<file path="config.mk">
export PLATFORM = sky130hd
export DESIGN_NAME = mixer_gain_gating_command_decoder
export DESIGN_NICKNAME = d
export VERILOG_FILES = /design/src/rtl/mixer_gate_pkg.sv /design/src/rtl/mixer_gain_gating_command_decoder.sv /design/src/rtl/mic_gate_channel.sv
export VERILOG_INCLUDE_DIRS = /design/src /design/src/rtl
export SDC_FILE = /design/constraint.sdc
export NUM_CORES = 1
export LEC_CHECK = 0
export BUFFER_PORTS_ARGS = -buffer_cell sky130_fd_sc_hd__buf_2
export CAP_MARGIN = 20
export CORE_MARGIN = 10
export CORE_UTILIZATION = 44
export CTS_CLUSTER_SIZE = 24
export DETAILED_ROUTE_END_ITERATION = 12
export PLACE_DENSITY = 0.66
export REMOVE_ABC_BUFFERS = 1
export SYNTH_ARGS = -nofsm -noshare
export SYNTH_HDL_FRONTEND = slang
export SYNTH_SLANG_ARGS = --single-unit
export TNS_END_PERCENT = 100
</file>
<file path="constraint.sdc">
create_clock -name ref_clk_i -period 6.4 [get_ports ref_clk_i]
set_input_delay 0.32 -clock ref_clk_i [delete_from_list [all_inputs] [get_ports ref_clk_i]]
set_output_delay 0.32 -clock ref_clk_i [all_outputs]
set_load 0.005 [all_outputs]
</file>
<file path="src/rtl/mixer_gate_defines.svh">
// Offsets, field positions, limits and codes of the gain and gating decoder.
// Assumes it is included by bare name from the design files and the testbench.
`ifndef MIXER_GATE_DEFINES_SVH
`define MIXER_GATE_DEFINES_SVH
`define ID_GAIN        8'h12
`define ID_GATE_STAT   8'h13
`define ID_HOLD        8'h14
`define ID_MODE        8'h15
`define ID_REPORT      8'h19
`define ID_ASSIGN      8'h23
`define ID_RATIO       8'h16
`define ID_OVERRIDE    8'h17
`define ID_PASSCODE    8'h11
`define GRP_IN         8'h01
`define GRP_OUT        8'h02
`define GRP_MIC        8'h03
`define GRP_PROC       8'h05
`define GRP_LINE       8'h07
`define GAIN_MIN       16'shffbf
`define GAIN_MAX       16'sh0014
`define HOLD_MIN       16'h000a
`define HOLD_MAX       16'h0320
`define RATIO_MAX      16'h0032
`define CMD_ADDR       8'h00
`define ARG_ADDR       8'h04
`define REPLY_ADDR     8'h08
`define STAT_ADDR      8'h0c
`define GATE_ADDR      8'h10
`define PASS_ADDR      8'h14
`define STAT_BUSY      0
`define STAT_REPORT    1
`define STAT_TEXT      2
`define FLAG_NOVAL     8
`define FLAG_ABS       9
`define FLAG_TEXT      10
`define PASS_RESET     24'h000000
`define HOLD_RESET     16'h0064
`endif

</file>
<file path="src/rtl/mixer_gate_pkg.sv">
// Types shared by the gain and gating decoder files.
// Assumes mixer_gate_defines.svh is compiled with it.
package mixer_gate_pkg;
  typedef struct packed {
    logic [7:0]  channel;
    logic [7:0]  group;
    logic [15:0] value;
  } arg_word_s;
  typedef enum logic [1:0] {
    MODE_AUTO = 2'h1,
    MODE_ON   = 2'h2,
    MODE_OFF  = 2'h3
  } gate_mode_e;
  typedef struct packed {
    logic        text_form;
    logic        absolute;
    logic        no_value;
    logic [7:0]  id;
  } cmd_word_s;
endpackage

</file>
<file path="src/rtl/mixer_gain_gating_command_decoder.sv">
// Gain and gating command decoder with an AXI4-Lite register port.
// Assumes a serial front end that parses frames into header and argument
// words and that formats the reply word back into binary or text.
//
// The AXI4-Lite register port and the address map are this design's own decisions.
`include "mixer_gate_defines.svh"

module mixer_gain_gating_command_decoder
  import mixer_gate_pkg::*;
#(
  parameter int CHANNELS = 8
) (
  input  wire logic        ref_clk_i,
  input  wire logic        rst_n_i,
  input  wire logic [7:0]  s_axi_awaddr,
  input  wire logic        s_axi_awvalid,
  output logic             s_axi_awready,
  input  wire logic [31:0] s_axi_wdata,
  input  wire logic [3:0]  s_axi_wstrb,
  input  wire logic        s_axi_wvalid,
  output logic             s_axi_wready,
  output logic [1:0]       s_axi_bresp,
  output logic             s_axi_bvalid,
  input  wire logic        s_axi_bready,
  input  wire logic [7:0]  s_axi_araddr,
  input  wire logic        s_axi_arvalid,
  output logic             s_axi_arready,
  output logic [31:0]      s_axi_rdata,
  output logic [1:0]       s_axi_rresp,
  output logic             s_axi_rvalid,
  input  wire logic        s_axi_rready,
  input  wire logic [7:0]  gate_on_i,
  input  wire logic [3:0]  line_present_i,
  output logic             report_en_o,
  output logic [15:0]      gain_o [CHANNELS],
  output logic [CHANNELS-1:0] mute_o
);
  // ----------------------------------------------------------------
  // Register bus
  // ----------------------------------------------------------------
  logic        aw_held_reg, aw_held_next;
  logic        w_held_reg, w_held_next;
  logic [7:0]  awaddr_reg, awaddr_next;
  logic [31:0] wdata_reg, wdata_next;
  logic        bvalid_next, rvalid_next;
  logic [31:0] rdata_next;
  logic [1:0]  bresp_next, rresp_next;
  logic        do_write;
  logic        do_read;
  logic [31:0] arg_reg, arg_next;
  cmd_word_s   cmd_reg, cmd_next;
  logic        exec_reg, exec_next;
  logic [31:0] reply_reg, reply_next;
  logic        report_next;
  logic [23:0] pass_reg, pass_next;
  arg_word_s   arg;

  assign arg           = arg_word_s'(arg_reg);
  assign s_axi_awready = !aw_held_reg && !s_axi_bvalid;
  assign s_axi_wready  = !w_held_reg && !s_axi_bvalid;
  assign s_axi_arready = !s_axi_rvalid;
  assign do_read       = s_axi_arvalid && s_axi_arready;

  always_comb begin
    aw_held_next = aw_held_reg;
    w_held_next  = w_held_reg;
    awaddr_next  = awaddr_reg;
    wdata_next   = wdata_reg;
    if (s_axi_awvalid && s_axi_awready) begin
      aw_held_next = 1'b1;
      awaddr_next  = s_axi_awaddr;
    end
    if (s_axi_wvalid && s_axi_wready) begin
      w_held_next = 1'b1;
      wdata_next  = s_axi_wdata;
    end
    do_write    = aw_held_next && w_held_next && !s_axi_bvalid;
    bvalid_next = s_axi_bvalid && !s_axi_bready;
    bresp_next  = s_axi_bresp;
    if (do_write) begin
      aw_held_next = 1'b0;
      w_held_next  = 1'b0;
      bvalid_next  = 1'b1;
      case (awaddr_next)
        `CMD_ADDR, `ARG_ADDR, `PASS_ADDR: bresp_next = 2'b00;
        default:                          bresp_next = 2'b10;
      endcase
    end
  end

  // ----------------------------------------------------------------
  // Command execution
  // ----------------------------------------------------------------
  // A write to the command register launches one command; its reply is
  // ready in the reply register two cycles after the write response.
  logic [15:0] gain_sel;
  logic [17:0] gain_sum;
  logic [17:0] gain_tgt;
  logic [15:0] hold_q [CHANNELS];
  logic [15:0] ratio_q [CHANNELS];
  gate_mode_e  mode_q [CHANNELS];
  logic [3:0]  group_q [CHANNELS];
  logic [CHANNELS-1:0] over_q;
  logic [15:0] gain_next [CHANNELS];
  logic [CHANNELS-1:0] mute_next;
  logic [2:0]  ch;
  logic        ch_ok;

  assign ch    = 3'(arg.channel - 8'h01);
  assign ch_ok = arg.channel >= 8'h01 && arg.channel <= 8'(CHANNELS);

  always_comb begin
    arg_next    = arg_reg;
    cmd_next    = cmd_reg;
    pass_next   = pass_reg;
    exec_next   = 1'b0;
    report_next = report_en_o;
    reply_next  = reply_reg;
    gain_next   = gain_o;
    mute_next   = mute_o;
    gain_sel    = gain_o[ch];
    gain_sum    = 18'($signed(gain_sel)) + 18'($signed(arg.value));
    gain_tgt    = cmd_reg.absolute ? 18'($signed(arg.value)) : gain_sum;
    if (do_write && awaddr_next == `ARG_ADDR) begin
      arg_next = wdata_next;
    end
    if (do_write && awaddr_next == `PASS_ADDR) begin
      pass_next = wdata_next[23:0];
    end
    if (do_write && awaddr_next == `CMD_ADDR) begin
      cmd_next  = cmd_word_s'(wdata_next[10:0]);
      exec_next = 1'b1;
    end
    if (exec_reg) begin
      reply_next = arg_reg;
      case (cmd_reg.id)
        `ID_GAIN: begin
          if (ch_ok && !cmd_reg.no_value) begin
            if ($signed(gain_tgt) < $signed(18'(`GAIN_MIN))) begin
              mute_next[ch] = 1'b1;
              gain_next[ch] = `GAIN_MIN;
            end else if ($signed(gain_tgt) > $signed(18'(`GAIN_MAX))) begin
              mute_next[ch] = 1'b0;
              gain_next[ch] = `GAIN_MAX;
            end else begin
              mute_next[ch] = 1'b0;
              gain_next[ch] = gain_tgt[15:0];
            end
          end
        end
        `ID_GATE_STAT: begin
          reply_next = {24'h000000, gate_on_i};
          if (cmd_reg.text_form) begin
            reply_next[11:8] = line_present_i;
          end
        end
        `ID_REPORT: begin
          if (!cmd_reg.no_value) begin
            case (arg_reg)
              32'h00000000: report_next = 1'b0;
              32'h00000001: report_next = 1'b1;
              32'h00000002: report_next = !report_en_o;
              default:      report_next = report_en_o;
            endcase
          end
        end
        `ID_PASSCODE: reply_next = {pass_reg, 8'h00};
        default: begin
        end
      endcase
    end
  end

  // Reply stage: built one cycle after execution so it shows stored values.
  logic        reply_stage_reg;
  logic [31:0] reply_fix;
  always_comb begin
    reply_fix = reply_reg;
    if (reply_stage_reg && ch_ok) begin
      case (cmd_reg.id)
        `ID_GAIN:     reply_fix[15:0] = gain_o[ch];
        `ID_HOLD:     reply_fix[15:0] = hold_q[ch];
        `ID_RATIO:    reply_fix[15:0] = ratio_q[ch];
        `ID_MODE:     reply_fix[15:0] = {14'h0000, mode_q[ch]};
        `ID_ASSIGN:   reply_fix[15:0] = {12'h000, group_q[ch]};
        `ID_OVERRIDE: reply_fix[15:0] = {15'h0000, over_q[ch]};
        default: begin
        end
      endcase
    end
    if (reply_stage_reg && cmd_reg.id == `ID_REPORT) begin
      reply_fix = {31'h00000000, report_en_o};
    end
    rvalid_next = s_axi_rvalid && !s_axi_rready;
    rdata_next  = s_axi_rdata;
    rresp_next  = s_axi_rresp;
    if (do_read) begin
      rvalid_next = 1'b1;
      rresp_next  = 2'b00;
      case (s_axi_araddr)
        `CMD_ADDR:   rdata_next = {21'h000000, cmd_reg};
        `ARG_ADDR:   rdata_next = arg_reg;
        `REPLY_ADDR: rdata_next = reply_reg;
        `STAT_ADDR:  rdata_next = {29'h00000000, cmd_reg.text_form,
                                   report_en_o, exec_reg | reply_stage_reg};
        `GATE_ADDR:  rdata_next = {20'h00000, line_present_i, gate_on_i};
        `PASS_ADDR:  rdata_next = {8'h00, pass_reg};
        default: begin
          rdata_next = 32'h00000000;
          rresp_next = 2'b10;
        end
      endcase
    end
  end

  genvar gi;
  generate
    for (gi = 0; gi < CHANNELS; gi++) begin : g_chan
      mic_gate_channel u_chan (
        .ref_clk_i  (ref_clk_i),
        .rst_n_i    (rst_n_i),
        .sel_i      (ch_ok && ch == 3'(gi) && arg.group == `GRP_MIC),
        .exec_i     (exec_reg),
        .id_i       (cmd_reg.id),
        .no_value_i (cmd_reg.no_value),
        .value_i    (arg.value),
        .hold_o     (hold_q[gi]),
        .ratio_o    (ratio_q[gi]),
        .mode_o     (mode_q[gi]),
        .group_o    (group_q[gi]),
        .override_o (over_q[gi])
      );
    end
  endgenerate

  always_ff @(posedge ref_clk_i or negedge rst_n_i) begin
    if (!rst_n_i) begin
      aw_held_reg     <= 1'b0;
      w_held_reg      <= 1'b0;
      awaddr_reg      <= 8'h00;
      wdata_reg       <= 32'h00000000;
      s_axi_bvalid    <= 1'b0;
      s_axi_bresp     <= 2'b00;
      s_axi_rvalid    <= 1'b0;
      s_axi_rdata     <= 32'h00000000;
      s_axi_rresp     <= 2'b00;
      arg_reg         <= 32'h00000000;
      cmd_reg         <= '0;
      exec_reg        <= 1'b0;
      reply_stage_reg <= 1'b0;
      reply_reg       <= 32'h00000000;
      report_en_o     <= 1'b0;
      pass_reg        <= `PASS_RESET;
      mute_o          <= '0;
      for (int i = 0; i < CHANNELS; i++) begin
        gain_o[i] <= 16'h0000;
      end
    end else begin
      aw_held_reg     <= aw_held_next;
      w_held_reg      <= w_held_next;
      awaddr_reg      <= awaddr_next;
      wdata_reg       <= wdata_next;
      s_axi_bvalid    <= bvalid_next;
      s_axi_bresp     <= bresp_next;
      s_axi_rvalid    <= rvalid_next;
      s_axi_rdata     <= rdata_next;
      s_axi_rresp     <= rresp_next;
      arg_reg         <= arg_next;
      cmd_reg         <= cmd_next;
      exec_reg        <= exec_next;
      reply_stage_reg <= exec_reg;
      reply_reg       <= reply_stage_reg ? reply_fix : reply_next;
      report_en_o     <= report_next;
      pass_reg        <= pass_next;
      mute_o          <= mute_next;
      gain_o          <= gain_next;
    end
  end
endmodule

</file>
<file path="src/rtl/mic_gate_channel.sv">
// One mic channel's gating settings: hold time, ratio, mode, group, override.
// Assumes the decoder has already checked group and channel; the command code is decoded here.
`include "mixer_gate_defines.svh"
module mic_gate_channel
  import mixer_gate_pkg::*;
(
  input  wire logic        ref_clk_i,
  input  wire logic        rst_n_i,
  input  wire logic        sel_i,
  input  wire logic        exec_i,
  input  wire logic [7:0]  id_i,
  input  wire logic        no_value_i,
  input  wire logic [15:0] value_i,
  output logic      [15:0] hold_o,
  output logic      [15:0] ratio_o,
  output gate_mode_e       mode_o,
  output logic      [3:0]  group_o,
  output logic             override_o
);
  logic [15:0] hold_next;
  logic [15:0] ratio_next;
  gate_mode_e  mode_next;
  logic [3:0]  group_next;
  logic        override_next;
  logic        wr;

  always_comb begin
    wr            = sel_i && exec_i && !no_value_i;
    hold_next     = hold_o;
    ratio_next    = ratio_o;
    mode_next     = mode_o;
    group_next    = group_o;
    override_next = override_o;
    if (wr) begin
      case (id_i)
        `ID_HOLD: begin
          if (value_i >= `HOLD_MIN && value_i <= `HOLD_MAX) begin
            hold_next = value_i;
          end
        end
        `ID_RATIO: begin
          if (value_i <= `RATIO_MAX) begin
            ratio_next = value_i;
          end
        end
        `ID_MODE: begin
          if (value_i >= 16'h0001 && value_i <= 16'h0003) begin
            mode_next = gate_mode_e'(value_i[1:0]);
          end
        end
        `ID_ASSIGN: begin
          if (value_i >= 16'h0001 && value_i <= 16'h0008) begin
            group_next = value_i[3:0];
          end
        end
        `ID_OVERRIDE: begin
          if (value_i == 16'h0000 || value_i == 16'h0001) begin
            override_next = value_i[0];
          end else if (value_i == 16'h0002) begin
            override_next = !override_o;
          end
        end
        default: begin
        end
      endcase
    end
  end

  always_ff @(posedge ref_clk_i or negedge rst_n_i) begin
    if (!rst_n_i) begin
      hold_o     <= `HOLD_RESET;
      ratio_o    <= 16'h0000;
      mode_o     <= MODE_AUTO;
      group_o    <= 4'h1;
      override_o <= 1'b0;
    end else begin
      hold_o     <= hold_next;
      ratio_o    <= ratio_next;
      mode_o     <= mode_next;
      group_o    <= group_next;
      override_o <= override_next;
    end
  end
endmodule

</file>
==> flow_metrics.env <==
export IMPL_min_delay_start="s_axi_wdata[3]"
export IMPL_route_detailed_drc=0
export IMPL_syn_mean_instance_area_um2=10.9
export IMPL_design_core_area_mm2=0.0631
export IMPL_cts_sinks=628
export IMPL_maxCapViolations=0
export IMPL_maxSlewViolCount=0
export IMPL_clkLatencyLatePin_ns=0.61
export IMPL_max_stage_delay_ns=0.71
export IMPL_critical_path_buf_inv_count=2
export IMPL_synth_area_leaders="dfrtp_1, mux2_2, a22oi_1"
export IMPL_grt_pass1_wl_um=134000
export IMPL_slew_headroom_pct=23.2
export IMPL_clkTransAtPathRegs_ns=0.06
export IMPL_rows=92
export IMPL_setup_tns_ns=0
export IMPL_fp_dieH_um=272
export IMPL_yosys_warnings=0
export IMPL_synth_area_leader_cell="dfrtp_1"
export IMPL_ys_seq_area_share_pct=56.3
export IMPL_finalSetupViolCount=0
export IMPL_grt_util_all_layers_pct=23.0
export IMPL_initial_core_util_pct=44.4
export IMPL_p_leak_uw=0.0157
export IMPL_ys_ff_latch=628
export IMPL_clk_path_buf_depth=3
export IMPL_path_delay_family="compound AO/OA/AOI/OAI gates"
export IMPL_critPathKind="reg -> reg"
export IMPL_hp_class="in -> reg"
export IMPL_largestRegisters="g_chan.u_chan.hold_o: 128 flops, g_chan.u_chan.ratio_o: 128 flops, gain_o: 128 flops"
export IMPL_layout_nets=2886
export IMPL_power_uw=11200
export IMPL_synthToLayoutAreaGrowth_pct=16.9
export IMPL_cts_resized=0
export IMPL_worstSetupStartpointType="flop"
export IMPL_synthCells=2562
export IMPL_die_width_um=272
export IMPL_vias_per_cell=5.93
export IMPL_wl_per_cell_um=23.5
export IMPL_drt_pass1_iterations=9
export IMPL_ir_drop_v=0.000339
export IMPL_gr_total_overflow=0
export IMPL_p_per_area_mw_per_mm2=342
export IMPL_cts_buffers=68
export IMPL_antenna_found_initial=1
export IMPL_rsz0062_at_grt="false"
export IMPL_first_global_vias=22200
export IMPL_place_gp_congestion=0.916
export IMPL_cts_setup_buffers=0
export IMPL_cp_slowest_cell="ha_1"
export IMPL_pin_count=249
export IMPL_grt_max_degree=182
export IMPL_synth_main_ff_cell="dfrtp_1"
export IMPL_root_buffer="clkbuf_16"
export IMPL_critPathArrivalTime_ns=6.45
export IMPL_outcome="finished, final reports clean"
export IMPL_cts_htree_levels=3
export IMPL_dp_hpwl_um=57600
export IMPL_timing_rr_start="arg[25]"
export IMPL_crit_start="arg[25]"
export IMPL_synth_area_mm2=0.0280
export IMPL_cp_max_fo=19
export IMPL_drive_gt1_share_pct=24.5
export IMPL_async_flop_share_pct=100
export IMPL_cp_required_ns=6.90
export IMPL_fmax_mhz=168
export IMPL_yosysTopAreaCellShare_pct=52.5
export IMPL_dieArea_mm2=0.0742
export IMPL_tightest_slew_ns=1.15
export IMPL_drt_iter0_markers=2262
export IMPL_worstPathCellList="inv_1 -> ha_1 -> nand2b_1 -> nor2_4 -> a22o_1 -> a221oi_1 -> nand3_1 -> ha_1 -> inv_1 -> fa_1 -> nor2b_4 -> o31ai_2 -> a21oi_1 -> o22a_1 -> a21oi_1 -> o31a_1 -> nand3_1 -> o21ai_0"
export IMPL_cts_tree="yes"
export IMPL_ys_types=88
export IMPL_vias=21900
export IMPL_hold_violations=0
export IMPL_numPortBuffers=242
export IMPL_final_core_util_pct=51.9
export IMPL_clock_skew_ns=0.0205
export IMPL_synth_edff_count=0
export IMPL_layout_min_cycle_time_ns=5.95
export IMPL_ant_nets=0
export IMPL_whs_ns=0.0280
export IMPL_fin_crit_sh_pct=93.0
export IMPL_wl_um=86500
export IMPL_end_kind="flop"
## cells by family (layout without fill, tap and decap cells)
kind of cell / Yosys count / count (layout) / share of synthesized area [%]
buffers and inverters: 213 / 493 / 3.10
multiplexers: 240 / 240 / 9.64
flip-flops: 628 / 628 / 56.3
XOR/XNOR: 11 / 11 / 0.344
AND/OR/NAND/NOR: 795 / 795 / 13.5
other: 1 / 3 / 0.0134
AO/OA/AOI/OAI: 651 / 651 / 16.1
adder cells (fa/ha/maj): 23 / 23 / 1.05
## synth_stat cells, types with 6 or more instances
master	instances
dfrtp_1	588
nand2_1	387
a22oi_1	213
mux2_2	196
o21ai_0	190
clkbuf_1	133
nor2_1	104
and2_1	87
nor2b_1	54
a21oi_1	48
inv_1	44
dfstp_2	40
mux2i_1	39
nand3_1	35
a221oi_1	32
nor3_1	27
a31oi_1	26
ha_1	22
a22o_1	18
a211oi_1	17
a41oi_1	17
nand4_1	16
a222oi_1	14
o22a_1	13
buf_2	12
and3_1	11
buf_1	11
nand2b_1	11
buf_4	10
nor4_1	9
a211o_1	8
nand2_2	8
nor2_2	8
nor3b_1	7
xnor2_1	7
o211ai_1	6
## placed cells by master (no fill, tap or decap), drive strengths merged, types with 8 or more instances in the layout
master,n
a211o,8
a211oi,18
a21oi,51
a221oi,32
a222oi,14
a22o,18
a22oi,213
a31oi,26
a41oi,17
and2,88
and3,11
buf,296
clkbuf,107
dfrtp,588
dfstp,40
dlygate4sd3,31
ha,22
inv,46
mux2,197
mux2i,39
nand2,395
nand2b,11
nand3,35
nand4,17
nor2,112
nor2b,55
nor3,29
nor4,11
o21ai,193
o22a,13
## routing by layer
layer  track usage (%)  vias to the layer above  part of all wire [%]
met2              37.4                      937                    48
met4              9.39                        0                   4.0
met5                 0                        -                     0
met3              5.03                      203                   7.9
met1              29.3                    11100                    40
li1                  -                     9686                     -
## per-stage QoR
step           worst slack, ns  std cells  cell area (um2)
4_1_cts                  0.570       3683            32700
2_1_floorplan            -1.02       2394            27300
5_1_grt                 0.0994       3690            32800
6_report                 0.447       3690            32800
3_5_place_dp             0.564       3531            30100
3_3_place_gp             0.705       3529            30100
## layout make-up
type                    count  area (um2)
fillers                  5573       30300
flip-flops and latches    628       15800
multi-input cells        1722       11500
clock buffers             106        2070
repair buffers            328        2010
well taps                 846        1060
clock inverters            15         190
inverters                  44         165
diodes                      1        2.50
## report_power, final
group / internal, uW / switching, uW
registers: 4260 / 294
clock network: 2350 / 1600
logic: 737 / 1960
## worst paths after layout
path	to	slack, ns	depth (start not counted)
setup / recovery	gain_o[21]	0.45	18
hold / removal	wdata_reg[3]	0.03	3
setup reg to reg	gain_o[21]	0.45	18
hold reg to reg	flop	0.48	2
max in group asynchronous	g_chan[2].u_chan.mode_o[0]	4.16	4
min in group asynchronous	wdata_reg[28]	0.41	2
## tightest hold or removal path: cells and delay by family
| kind | cells | cell delay [ns] |
|---|---|---|
| buffers and inverters | 2 | 0.16 |
| multiplexers | 1 | 0.12 |
## timing repair
action                                  CTS  global route
endpoints found under the setup margin    0             0
hold buffers                             31             0
hold endpoints to repair                143             0
Note: power is estimated with default switching activity, not from simulation.
